--- src/tpg_pkg.sv ---
`default_nettype none
package tpg_pkg;
	localparam int NUM_IDX   = 9;              // eight priorities plus global
	localparam int GLOBAL_IX = 8;              // index of the global pause entry
	localparam int QW        = 16;             // quanta and refresh width
	localparam int AW        = 48;             // mac address width
	localparam int TW        = 16;             // ethertype / opcode width
	localparam int DW        = 64;             // transmit data path width
	localparam int BEAT_CNT_W = 3;
	// a pause frame is 64 bytes: eight beats of the 64-bit path
	localparam logic [2:0] LAST_BEAT = 3'h7;
	// refresh unit: one tick per clock cycle
	localparam logic [15:0] ZERO_Q = 16'h0000;
	localparam logic [15:0] PRIO_ENABLE_VEC_EN = 16'h0000;
	// bit 0 of the top byte (bits 47:40) of the destination address: group bit
	localparam int GROUP_BIT = 40;

	// header fields of one pause frame kind
	typedef struct packed {
		logic [AW-1:0] dest_addr;
		logic [AW-1:0] src_addr;
		logic [TW-1:0] ethertype;
		logic [TW-1:0] opcode;
	} tpg_hdr_t;

	// one-cycle statistic strobes
	typedef struct packed {
		logic unicast;
		logic multicast;
		logic broadcast;
		logic vlan;
		logic pause;
		logic user_pause;
	} tpg_stat_t;

	typedef enum logic [1:0] {
		ST_IDLE = 2'b00,
		ST_SEND = 2'b01,
		ST_DONE = 2'b10
	} tpg_state_t;
endpackage : tpg_pkg
`default_nettype wire

--- src/tpg_top.sv ---
`default_nettype none
module tpg_top #(
	parameter int NIDX = tpg_pkg::NUM_IDX,
	parameter int QWID = tpg_pkg::QW
) (
	input  wire logic                          clk,
	input  wire logic                          arst_n,
	input  wire logic [NIDX-1:0]               pause_req,
	input  wire logic [NIDX-1:0]               pause_enable,
	input  wire logic                          resend_pause,
	input  wire logic [NIDX-1:0][QWID-1:0]     pause_quanta,
	input  wire logic [NIDX-1:0][QWID-1:0]     pause_refresh,
	input  wire logic [tpg_pkg::AW-1:0]        global_pause_dest_addr,
	input  wire logic [tpg_pkg::AW-1:0]        global_pause_src_addr,
	input  wire logic [tpg_pkg::TW-1:0]        global_pause_ethertype,
	input  wire logic [tpg_pkg::TW-1:0]        global_pause_opcode,
	input  wire logic [tpg_pkg::AW-1:0]        priority_pause_dest_addr,
	input  wire logic [tpg_pkg::AW-1:0]        priority_pause_src_addr,
	input  wire logic [tpg_pkg::TW-1:0]        priority_pause_ethertype,
	input  wire logic [tpg_pkg::TW-1:0]        priority_pause_opcode,
	// user frame done report from the data path: one cycle per good frame
	input  wire logic                          user_frame_done,
	input  wire logic [tpg_pkg::AW-1:0]        user_frame_dest_addr,
	input  wire logic                          user_frame_vlan,
	input  wire logic                          user_frame_busy,
	// pause frame beats toward the link
	output logic [tpg_pkg::DW-1:0]             tx_data,
	output logic                               tx_valid,
	output logic                               tx_last,
	output logic [NIDX-1:0]                    pause_sent,
	output tpg_pkg::tpg_stat_t                 stat_tx
);
	////////////////////////////////////////////////////////////////
	// reset release through two flip-flops
	logic rst_s1_reg, rst_n_reg;
	always_ff @(posedge clk or negedge arst_n) begin
		if (!arst_n) begin
			rst_s1_reg <= 1'b0;
			rst_n_reg  <= 1'b0;
		end else begin
			rst_s1_reg <= 1'b1;
			rst_n_reg  <= rst_s1_reg;
		end
	end

	////////////////////////////////////////////////////////////////
	// helpers
	function automatic logic is_group(input logic [tpg_pkg::AW-1:0] da);
		is_group = da[tpg_pkg::GROUP_BIT];
	endfunction

	function automatic logic is_bcast(input logic [tpg_pkg::AW-1:0] da);
		is_bcast = &da;
	endfunction

	// lowest set bit, global index taking priority
	function automatic logic [3:0] pick(input logic [NIDX-1:0] v);
		pick = 4'(tpg_pkg::GLOBAL_IX);
		if (!v[tpg_pkg::GLOBAL_IX]) begin
			for (int i = NIDX - 1; i >= 0; i--) begin
				if (v[i]) begin
					pick = 4'(i);
				end
			end
		end
	endfunction

	////////////////////////////////////////////////////////////////
	// refresh timers, one per index
	logic [NIDX-1:0] live;
	logic [NIDX-1:0] expired;
	logic [NIDX-1:0] restart;

	assign live = pause_req & pause_enable;

	for (genvar g = 0; g < NIDX; g++) begin : g_tmr
		tpg_refresh_timer #(
			.W(QWID)
		) u_tmr (
			.clk     (clk),
			.rst_n   (rst_n_reg),
			.active  (live[g]),
			.restart (restart[g]),
			.interval(pause_refresh[g]),
			.expired (expired[g])
		);
	end

	////////////////////////////////////////////////////////////////
	// pending set: new request edges, expiries and resend
	logic [NIDX-1:0] pend_reg, pend_next;
	logic [NIDX-1:0] req_d_reg, req_d_next;
	logic            resend_reg, resend_next;
	tpg_pkg::tpg_state_t state_reg, state_next;
	logic [3:0]      idx_reg, idx_next;
	logic [2:0]      beat_reg, beat_next;
	logic [NIDX-1:0] done_mask;
	logic [NIDX-1:0] pend_set;
	logic            resend_go;

	// resend only acts between frames, so a frame on the wire is never cut
	assign resend_go = resend_reg && !user_frame_busy && (state_reg == tpg_pkg::ST_IDLE);

	// pending update: all set sources gathered first, then ORed in after the clear of the sent index
	always_comb begin
		req_d_next  = live;
		resend_next = resend_reg;
		pend_set = live & ~req_d_reg;
		// expiry requeues
		// the sent index still shows the expiry that queued it, so it is masked
		pend_set = pend_set | (live & expired & ~done_mask);
		if (resend_pause) begin
			resend_next = 1'b1;
		end
		if (resend_go) begin
			pend_set    = pend_set | live;
			resend_next = resend_pause;
		end
		// set wins over clear: a request raised in the done cycle is kept
		pend_next = ((pend_reg & ~done_mask) | pend_set) & pause_enable;
	end

	always_comb begin
		restart = done_mask;
		if (resend_go) begin
			restart = {NIDX{1'b1}};
		end
	end

	////////////////////////////////////////////////////////////////
	// frame sender
	tpg_pkg::tpg_hdr_t hdr;
	logic [QWID-1:0]   quanta;
	logic              glob;
	logic [tpg_pkg::DW-1:0] beat_data;

	assign glob = (idx_reg == 4'(tpg_pkg::GLOBAL_IX));
	assign quanta = pause_quanta[idx_reg];

	// priority payload as 16-bit words: enable vector first, then one time
	// slot per class; only the class being sent gets a nonzero time, so the
	// far end never sees a stale quanta for a class it was not asked about
	logic [NIDX*QWID-1:0] prio_words;

	always_comb begin
		prio_words = '0;
		prio_words[QWID-1:0] = QWID'(1) << idx_reg[2:0];
		prio_words[(32'(idx_reg[2:0]) + 1) * QWID +: QWID] = quanta;
	end

	// header choice per frame kind
	always_comb begin
		if (glob) begin
			hdr.dest_addr = global_pause_dest_addr;
			hdr.src_addr  = global_pause_src_addr;
			hdr.ethertype = global_pause_ethertype;
			hdr.opcode    = global_pause_opcode;
		end else begin
			hdr.dest_addr = priority_pause_dest_addr;
			hdr.src_addr  = priority_pause_src_addr;
			hdr.ethertype = priority_pause_ethertype;
			hdr.opcode    = priority_pause_opcode;
		end
	end

	// beat layout; priority frames carry the enable vector and the one active time slot
	always_comb begin
		beat_data = '0;
		case (beat_reg)
			3'h0: begin
				beat_data = {hdr.src_addr[15:0], hdr.dest_addr};
			end
			3'h1: begin
				beat_data = {hdr.opcode, hdr.ethertype, hdr.src_addr[47:16]};
			end
			3'h2: begin
				if (glob) begin
					beat_data = {48'h000000000000, quanta};
				end else begin
					beat_data = prio_words[tpg_pkg::DW-1:0];
				end
			end
			// the priority payload spills over three beats
			3'h3: begin
				if (!glob) begin
					beat_data = prio_words[2*tpg_pkg::DW-1:tpg_pkg::DW];
				end
			end
			3'h4: begin
				if (!glob) begin
					beat_data[QWID-1:0] = prio_words[NIDX*QWID-1 -: QWID];
				end
			end
			default: begin
				beat_data = '0;    // padding; crc appended downstream
			end
		endcase
	end

	// frame state: waits for the user frame in flight before starting
	always_comb begin
		state_next = state_reg;
		idx_next   = idx_reg;
		beat_next  = beat_reg;
		done_mask  = '0;
		case (state_reg)
			tpg_pkg::ST_IDLE: begin
				if (pend_reg != '0 && !user_frame_busy) begin
					idx_next   = pick(pend_reg);
					beat_next  = '0;
					state_next = tpg_pkg::ST_SEND;
				end
			end
			tpg_pkg::ST_SEND: begin
				beat_next = beat_reg + 3'h1;
				if (beat_reg == tpg_pkg::LAST_BEAT) begin
					state_next = tpg_pkg::ST_DONE;
				end
			end
			default: begin
				done_mask  = NIDX'(1) << idx_reg;
				state_next = tpg_pkg::ST_IDLE;
			end
		endcase
	end

	////////////////////////////////////////////////////////////////
	// registered outputs
	logic [tpg_pkg::DW-1:0] txd_next;
	logic                   txv_next, txl_next;
	logic [NIDX-1:0]        sent_next;
	tpg_pkg::tpg_stat_t     stat_next;

	always_comb begin
		txv_next  = (state_reg == tpg_pkg::ST_SEND);
		txl_next  = txv_next && (beat_reg == tpg_pkg::LAST_BEAT);
		txd_next  = txv_next ? beat_data : '0;
		sent_next = done_mask;
		stat_next = '0;
		if (state_reg == tpg_pkg::ST_DONE) begin
			stat_next.pause      = glob;
			stat_next.user_pause = !glob;
			stat_next.multicast  = is_group(hdr.dest_addr) && !is_bcast(hdr.dest_addr);
			stat_next.broadcast  = is_bcast(hdr.dest_addr);
			stat_next.unicast    = !is_group(hdr.dest_addr);
		end else if (user_frame_done) begin
			stat_next.unicast   = !is_group(user_frame_dest_addr);
			stat_next.multicast = is_group(user_frame_dest_addr) && !is_bcast(user_frame_dest_addr);
			stat_next.broadcast = is_bcast(user_frame_dest_addr);
			stat_next.vlan      = user_frame_vlan;
		end
	end

	always_ff @(posedge clk or negedge rst_n_reg) begin
		if (!rst_n_reg) begin
			pend_reg   <= '0;
			req_d_reg  <= '0;
			resend_reg <= 1'b0;
			state_reg  <= tpg_pkg::ST_IDLE;
			idx_reg    <= '0;
			beat_reg   <= '0;
			tx_data    <= '0;
			tx_valid   <= 1'b0;
			tx_last    <= 1'b0;
			pause_sent <= '0;
			stat_tx    <= '0;
		end else begin
			pend_reg   <= pend_next;
			req_d_reg  <= req_d_next;
			resend_reg <= resend_next;
			state_reg  <= state_next;
			idx_reg    <= idx_next;
			beat_reg   <= beat_next;
			tx_data    <= txd_next;
			tx_valid   <= txv_next;
			tx_last    <= txl_next;
			pause_sent <= sent_next;
			stat_tx    <= stat_next;
		end
	end
endmodule // tpg_top
`default_nettype wire

--- src/tpg_refresh_timer.sv ---
`default_nettype none
////////////////////////////////////////////////////////////////
// per-index refresh counter: flags expiry while request held
module tpg_refresh_timer #(
	parameter int W = 16
) (
	input  wire logic         clk,
	input  wire logic         rst_n,
	input  wire logic         active,
	input  wire logic         restart,
	input  wire logic [W-1:0] interval,
	output logic              expired
);
	logic [W-1:0] cnt_reg, cnt_next;
	logic         exp_reg, exp_next;

	always_comb begin
		cnt_next = cnt_reg;
		exp_next = exp_reg;
		if (!active || restart) begin
			cnt_next = interval;
			exp_next = 1'b0;
		end else if (cnt_reg == '0) begin
			exp_next = 1'b1;   // stays until a restart or a dropped request clears it
		end else begin
			cnt_next = cnt_reg - W'(1);
		end
	end

	always_ff @(posedge clk or negedge rst_n) begin
		if (!rst_n) begin
			cnt_reg <= '0;
			exp_reg <= 1'b0;
		end else begin
			cnt_reg <= cnt_next;
			exp_reg <= exp_next;
		end
	end

	assign expired = exp_reg;
endmodule // tpg_refresh_timer
`default_nettype wire

--- config.mk ---
export PLATFORM = sky130hd
export DESIGN_NAME = tpg_top
export DESIGN_NICKNAME = d
export VERILOG_FILES = /design/src/tpg_pkg.sv /design/src/tpg_top.sv /design/src/tpg_refresh_timer.sv
export SDC_FILE = /design/constraint.sdc
export NUM_CORES = 1
export LEC_CHECK = 0
export BUFFER_PORTS_ARGS = -buffer_cell sky130_fd_sc_hd__buf_2
export CORE_AREA = 2 2 268 270
export DETAILED_ROUTE_END_ITERATION = 8
export DIE_AREA = 0 0 270 272
export PLACE_DENSITY = 0.53
export SYNTH_ARGS = -nofsm -noshare
export SYNTH_HDL_FRONTEND = slang
export SYNTH_SLANG_ARGS = --single-unit
export TNS_END_PERCENT = 10
--- constraint.sdc ---
create_clock -name clk -period 14.57 [get_ports clk]
set_input_delay 0 -clock clk [delete_from_list [all_inputs] [get_ports clk]]
set_output_delay 0 -clock clk [all_outputs]
set_load 0.02 [all_outputs]
# Word level (Yosys, flattened, before mapping)
# Cells that the tools add are included.
[totals]
reg_bits = 264
latch_bits = 0
mem_bits_rw = 0
romBits = 0
inputBits = 616
output_inout_bits = 81
memories = 0
[classes]
add_sub_neg = 12
multipliers = 0
n_div = 0
order_cmp = 1
n_eq_ne = 19
shifts = 4
mux = 69
n_bitwise = 11
reduce_logical = 59
[op_table]
columns = ["cell", "count"]
rows = [
  ["16-bit 2-to-1 mux", 20],
  ["64-bit 2-to-1 mux", 3],
  ["48-bit one-hot mux with 4 select lines", 1],
  ["144-bit bitwise mux", 1],
  ["16-bit zero test", 9],
  ["16-bit by 34-bit variable shift with 144-bit output, first input constant", 1],
  ["16-bit by 34-bit indexed part select with 144-bit output", 1],
  ["16-bit by 1-bit subtractor with 16-bit output, second input constant", 9],
  ["128-bit 2-to-1 mux", 1],
  ["48-bit AND reduction", 2],
  ["16-bit one-hot mux with 5 select lines", 1],
  ["16-bit binary-select mux with 4-bit select", 1],
  ["9-bit bitwise AND", 6],
  ["4-bit 2-to-1 mux", 10],
  ["8-bit negation with 34-bit output", 1],
  ["9-bit 2-to-1 mux", 3],
  ["9-bit bitwise OR", 3],
  ["2-bit by 1-bit != test with 1-bit output, second input constant", 11],
  ["2-bit nonzero test", 11],
  ["1-bit 2-to-1 mux", 21],
  ["9-bit inverter", 2],
  ["1-bit by 3-bit << shifter with 16-bit output, first input constant", 1],
  ["1-bit zero test", 15],
  ["1-bit logical OR", 9],
  ["20 further kinds", 32],
]

# Logic depth before layout (Yosys ltp)
[logic_depth]
word_depth = 10
mapped_depth = 14
mapped_depth_nobuf = 10

# Modules after synthesis
# Synthesis repeated with hierarchy kept, for this count alone.
[unflattened]
hier_cells = 1790
area_unflattened_um2 = 16847.4
[by_module_without_submodules]
columns = ["module", "instances", "cells_each", "area_each_um2", "seq_area_each_um2"]
rows = [
  ["tpg_top", 1, 853, 7977.7, 2777.7],
  ["tpg_refresh_timer at g_tmr[0].u_tmr ...", 8, 104, 985.9, 425.4],
  ["tpg_refresh_timer at g_tmr[2].u_tmr", 1, 105, 982.2, 425.4],
]

# Worst setup path after synthesis
# OpenSTA, ideal clock, no wires.
[synth_timing]
path_kind = "register to register"
from = "register idx_reg[0]"
to = "register tx_data[4] (netlist name)"
setup_ps = 82
t_arrival_ps = 3174
t_required_ps = 14488
setup_slack_ps = 11313
stages_incl_launch_ff = 15
cell_sequence = "dfrtp_1 > clkbuf_1 > buf_2 > buf_2 > inv_1 > ha_1 > nand2b_1 > nor2_1 > ha_1 > nand4b_1 > or3_1 > a21oi_1 > o21ai_0 > clkbuf_1 > o22ai_1"
[synth_between]
elab_chain_len = 7
word_cells_on_any_way = 15
cone_classes = "add/sub (2); eq/ne (1); shift (3); mux (9)"
[synth_rtl]
columns = ["item", "line_no", "rtl"]
rows = [
  ["start: declaration", "tpg_top.sv:95", "logic [3:0] idx_reg, idx_next;"],
  ["start signal: assignment", "tpg_top.sv:272", "idx_reg <= idx_next;"],
  ["3-bit by 1-bit adder with 4-bit output or 16-bit binary-select mux with 4-bit select (tied branches)", "tpg_top.sv:148, tpg_top.sv:138", ""],
  ["8-bit negation with 34-bit output or 16-bit 2-to-1 mux (tied branches)", "tpg_top.sv:148, tpg_top.sv:138", ""],
  ["16-bit by 34-bit indexed part select with 144-bit output or 16-bit by 34-bit variable shift with 144-bit output (tied branches)", "tpg_top.sv:148", "prio_words[(32'(idx_reg[2:0]) + 1) * QWID +: QWID] = quanta;"],
  ["144-bit bitwise mux", "tpg_top.sv:148", ""],
  ["16-bit 2-to-1 mux (tied with other cells)", "tpg_top.sv:190", "if (!glob) begin"],
  ["16-bit one-hot mux with 5 select lines (*)", "tpg_top.sv:169", "case (beat_reg)"],
  ["64-bit 2-to-1 mux (*)", "tpg_top.sv:237", "txd_next = txv_next ? beat_data : '0;"],
  ["via txd_next, one bit", "tpg_top.sv:229", "logic [tpg_pkg::DW-1:0] txd_next;"],
  ["end signal: assignment", "tpg_top.sv:274", "tx_data <= txd_next;"],
  ["end: declaration", "tpg_top.sv:27", "output logic [tpg_pkg::DW-1:0] tx_data,"],
]
# The timed path passes the listed nets; every way through them passes the cells marked *. The select of a mux whose other input is x is not followed.
# A chain may end at the register's enable or synchronous reset.

# Worst setup path after layout
[layout_timing]
from = "register idx_reg[0]"
to = "register tx_data[13] (netlist name)"
# The elaborated chain is that of the path after synthesis.

==> impl_results.md <==
- Cell Rows: 98
- First-pass GRT wire length: 126 mm
- Synth Warn #: 0
- CP cell instances: inv_1 > ha_1 > and3b_4 > buf_4 > mux2i_1 > dlygate4sd3_1 > o22ai_1 > dlygate4sd3_1 > nand2_1 > o21ai_0 > dlygate4sd3_1
- Simple-Gate Fraction of Synth Area: 20.0%
- Largest area contributor in the netlist: dfrtp_1
- Worst setup margin: 9520 ps
- Worst-path fanout max: 63
- CTS root buf: clkbuf_16
- Drt pass-1 iters: 5
- RSZ-0062 raised after global routing: false
- Final setup fails: 0
- Nets: 3474
- Synth Area in XOR/XNOR: 3.90%
- Synthesized area: 16400 sq um
- Post-route clock period utilization: 34.7%
- DRT Wirelength: 88.8 mm
- Minimum clock period: 5050 ps
- Leakage: 11.5 nW
- CP Capture Type: register
- Pre-CTS setup slack: 10990 ps
- Port buffer count: 696
- Tightest Hold Check Type: in2reg
- Avg WL per Cell: 23.2 um
- P per Cell Area: 147 nW/um^2
- Routed vias/inst: 4.94
- Worst EP required: 15010 ps
- Fmax: 198 MHz
- Synth Flop Type: dfrtp_1
- Status: finished, final reports clean
- TritonCTS clock tree: built
- Critical path's most frequent cell: dlygate4sd3_1
- Max-cap check violation count: 0
- Sequential share of the synthesized area: 40.3%
- Share of post-route cells with drive strength above 1: 28.3%
- Vias in the first global route: 18700
- Final hold slack: 29.6 ps
- Worst slew pin tran: 1370 ps
- Clock skew: 19.4 ps
- Max H-tree Level: 2
- Syn Inst Count: 1824
- Final antenna-violating net count: 0
- Vias: 18900
- Final core occ: 36.3%
- Crit start category: register
- GRT overflow: 0
- DIE WIDTH: 270 um
- R2r setup slk: 9520 ps
- Synth cell types: 72
- Slowest stage delay, CP: 860 ps
- Post-synth ARST share: 100%
- Area grow syn2layout: 56.7%
- Synth area leaders: dfrtp_1 (40%), mux2i_1 (12%), nand2_1 (5.2%)
- Core ar.: 70800 sq um
- Mux contribution to synthesized area: 12.7%
- Slew HR: 7.85%
- Post-synth top area share: 40.3%
- Initial Utilization: 23.2%
- IO Count: 697
- Worst Path Arrival: 5490 ps
- Max clock buf depth: 3
- Largest net degree at the start of global routing: 66
- GRT Util Overall: 23.1%
- CTS resizes: 0
- Last weighted congestion value of the routability-driven placer: 0.951
- Final hold vios: 0
- Detail Placement HPWL: 69.3 mm
- WS Path Type: reg2reg
- DRC violations left: 0
- Syn_nets: 2462
- DIE HEIGHT: 272 um
- Fill count: 7368
- Hold buffer count at cts: 362
- Setup Total Neg Slack: 0 ps
- CTS Buf Count: 36
- Worst path slowest cell: buf_4
- Post-synthesis adder-cell area fraction: 1.68%
- Syn avg cell area: 8.99 sq um
- Post-synthesis compound-gate area fraction: 17.7%
- Skew-Pair Late Insertion Delay: 560 ps
- Main combinational cell family by area after synthesis: simple AND/OR/NAND/NOR gates
- Clock transition at path regs: 60 ps
- Peak VDD IR: 0.0979 mV
- Slew Limit Fails: 0
- Post-synth EDFFs: 0
- Yosys reg bits: 264
- Antenna violations before repair: 44
- Detailed Route Iter0 Violations: 1443
- Post-CTS setup buffers: 0
- Die ar.: 73400 sq um
- Clk sinks: 264
- Max FFs per register: 144
-- worst paths after layout --
check / to / from / cells after the start
worst max-delay path: tx_data[13]$_DFF_PN0_ / idx_reg[0]$_DFFE_PN0P_ / 11
worst min-delay path: tx_data[19]$_DFF_PN0_ / priority_pause_dest_addr[19] / 5
worst max register to register: tx_data[13]$_DFF_PN0_ / idx_reg[0]$_DFFE_PN0P_ / 11
worst min register to register: rst_n_reg$_DFF_PN0_ / rst_s1_reg$_DFF_PN0_ / 0
max in group asynchronous: tx_data[45]$_DFF_PN0_ / rst_n_reg$_DFF_PN0_ / 3
min in group asynchronous: rst_n_reg$_DFF_PN0_ / arst_n / 3
-- power breakdown --
part | switching, mW | total [mW] | internal, mW | leakage, nW
combinational | 1.12 | 1.85 | 0.728 | 7.68
sequential | 0.130 | 1.01 | 0.877 | 3.29
clock | 0.375 | 0.905 | 0.530 | 0.564
total | 1.63 | 3.76 | 2.13 | 11.5
-- synth_stat cells, types with 11 or more instances --
cell type,number
o31ai_1,41
buf_2,25
and2_1,18
and3_1,11
nor2b_1,17
or3_1,34
nand4_1,46
a21oi_1,57
nand2_1,225
clkbuf_1,71
nor4_1,30
nand2b_1,14
inv_1,45
a22oi_1,38
nor2_1,99
o21ai_0,150
nand3_1,41
xor2_1,27
o21a_1,12
ha_1,22
mux2i_1,196
xnor2_1,46
or4_1,26
a21o_1,19
a31oi_1,30
dfrtp_1,264
nor3_1,39
o22ai_1,65
o211ai_1,12
-- metal layers --
metal  routed length [um]  up-vias  GRT usage (%)
met1                33400     9072           26.0
met5                   68        -              0
li1                     -     8778              -
met4                 6760       10           15.2
met2                43000      834           39.5
met3                 5650      236           4.95
-- stage by stage --
stage	total power, mW	instance area [sq um]	std cells
final	3.76	25700	3834
after global placement	2.62	20800	3386
after global routing	3.95	25700	3829
after detailed placement	2.62	20800	3386
after floorplan	1.92	16400	1824
after CTS	3.78	25600	3814
-- layout make-up --
class                   instances  area (sq um)  share of cell area (%)
multi-input cells            1412          9230                    35.9
repair buffers               1077          7250                    28.2
well taps                     950          1190                    4.63
clock inverters                11           146                   0.570
flip-flops and latches        264          6620                    25.8
inverters                      45           169                   0.658
clock buffers                  55          1030                    4.02
diodes                         20          50.0                   0.195
-- placed cells by master (no fill, tap or decap), types with 17 or more instances in the layout --
cell	n
a22oi_1	38
buf_4	19
nor3_1	37
and2_1	18
o31ai_1	41
nor2_1	99
diode_2	20
nor4_1	30
a31oi_1	29
inv_1	45
or3_1	34
dlygate4sd3_1	362
buf_2	696
xnor2_1	46
a21oi_1	57
nand4_1	46
mux2i_1	196
dfrtp_1	261
ha_1	22
o22ai_1	65
nand3_1	41
xor2_1	27
a21o_1	19
or4_1	26
clkbuf_16	36
nand2_1	223
o21ai_0	149
nor2b_1	17
-- cells by family (layout without fill, tap and decap cells) --
family                   Yosys count  in the layout
other                              1             21
AND/OR/NAND/NOR                  646            646
adder cells (fa/ha/maj)           22             22
XOR/XNOR                          73             73
AO/OA/AOI/OAI                    465            465
flip-flops                       264            264
multiplexers                     205            205
buffers and inverters            148           1188
-- critical path, delay by kind of cell, from the launching register on --
kind / cells / cell delay, ps
muxes: 1 / 270
buffers and inverters: 5 / 2790
and+or+nand+nor: 2 / 570
DFF: 1 / 650
AOI/OAI and AO/OA: 2 / 150
adders and majority gates: 1 / 430
Note: power is estimated with default switching activity, not from simulation.
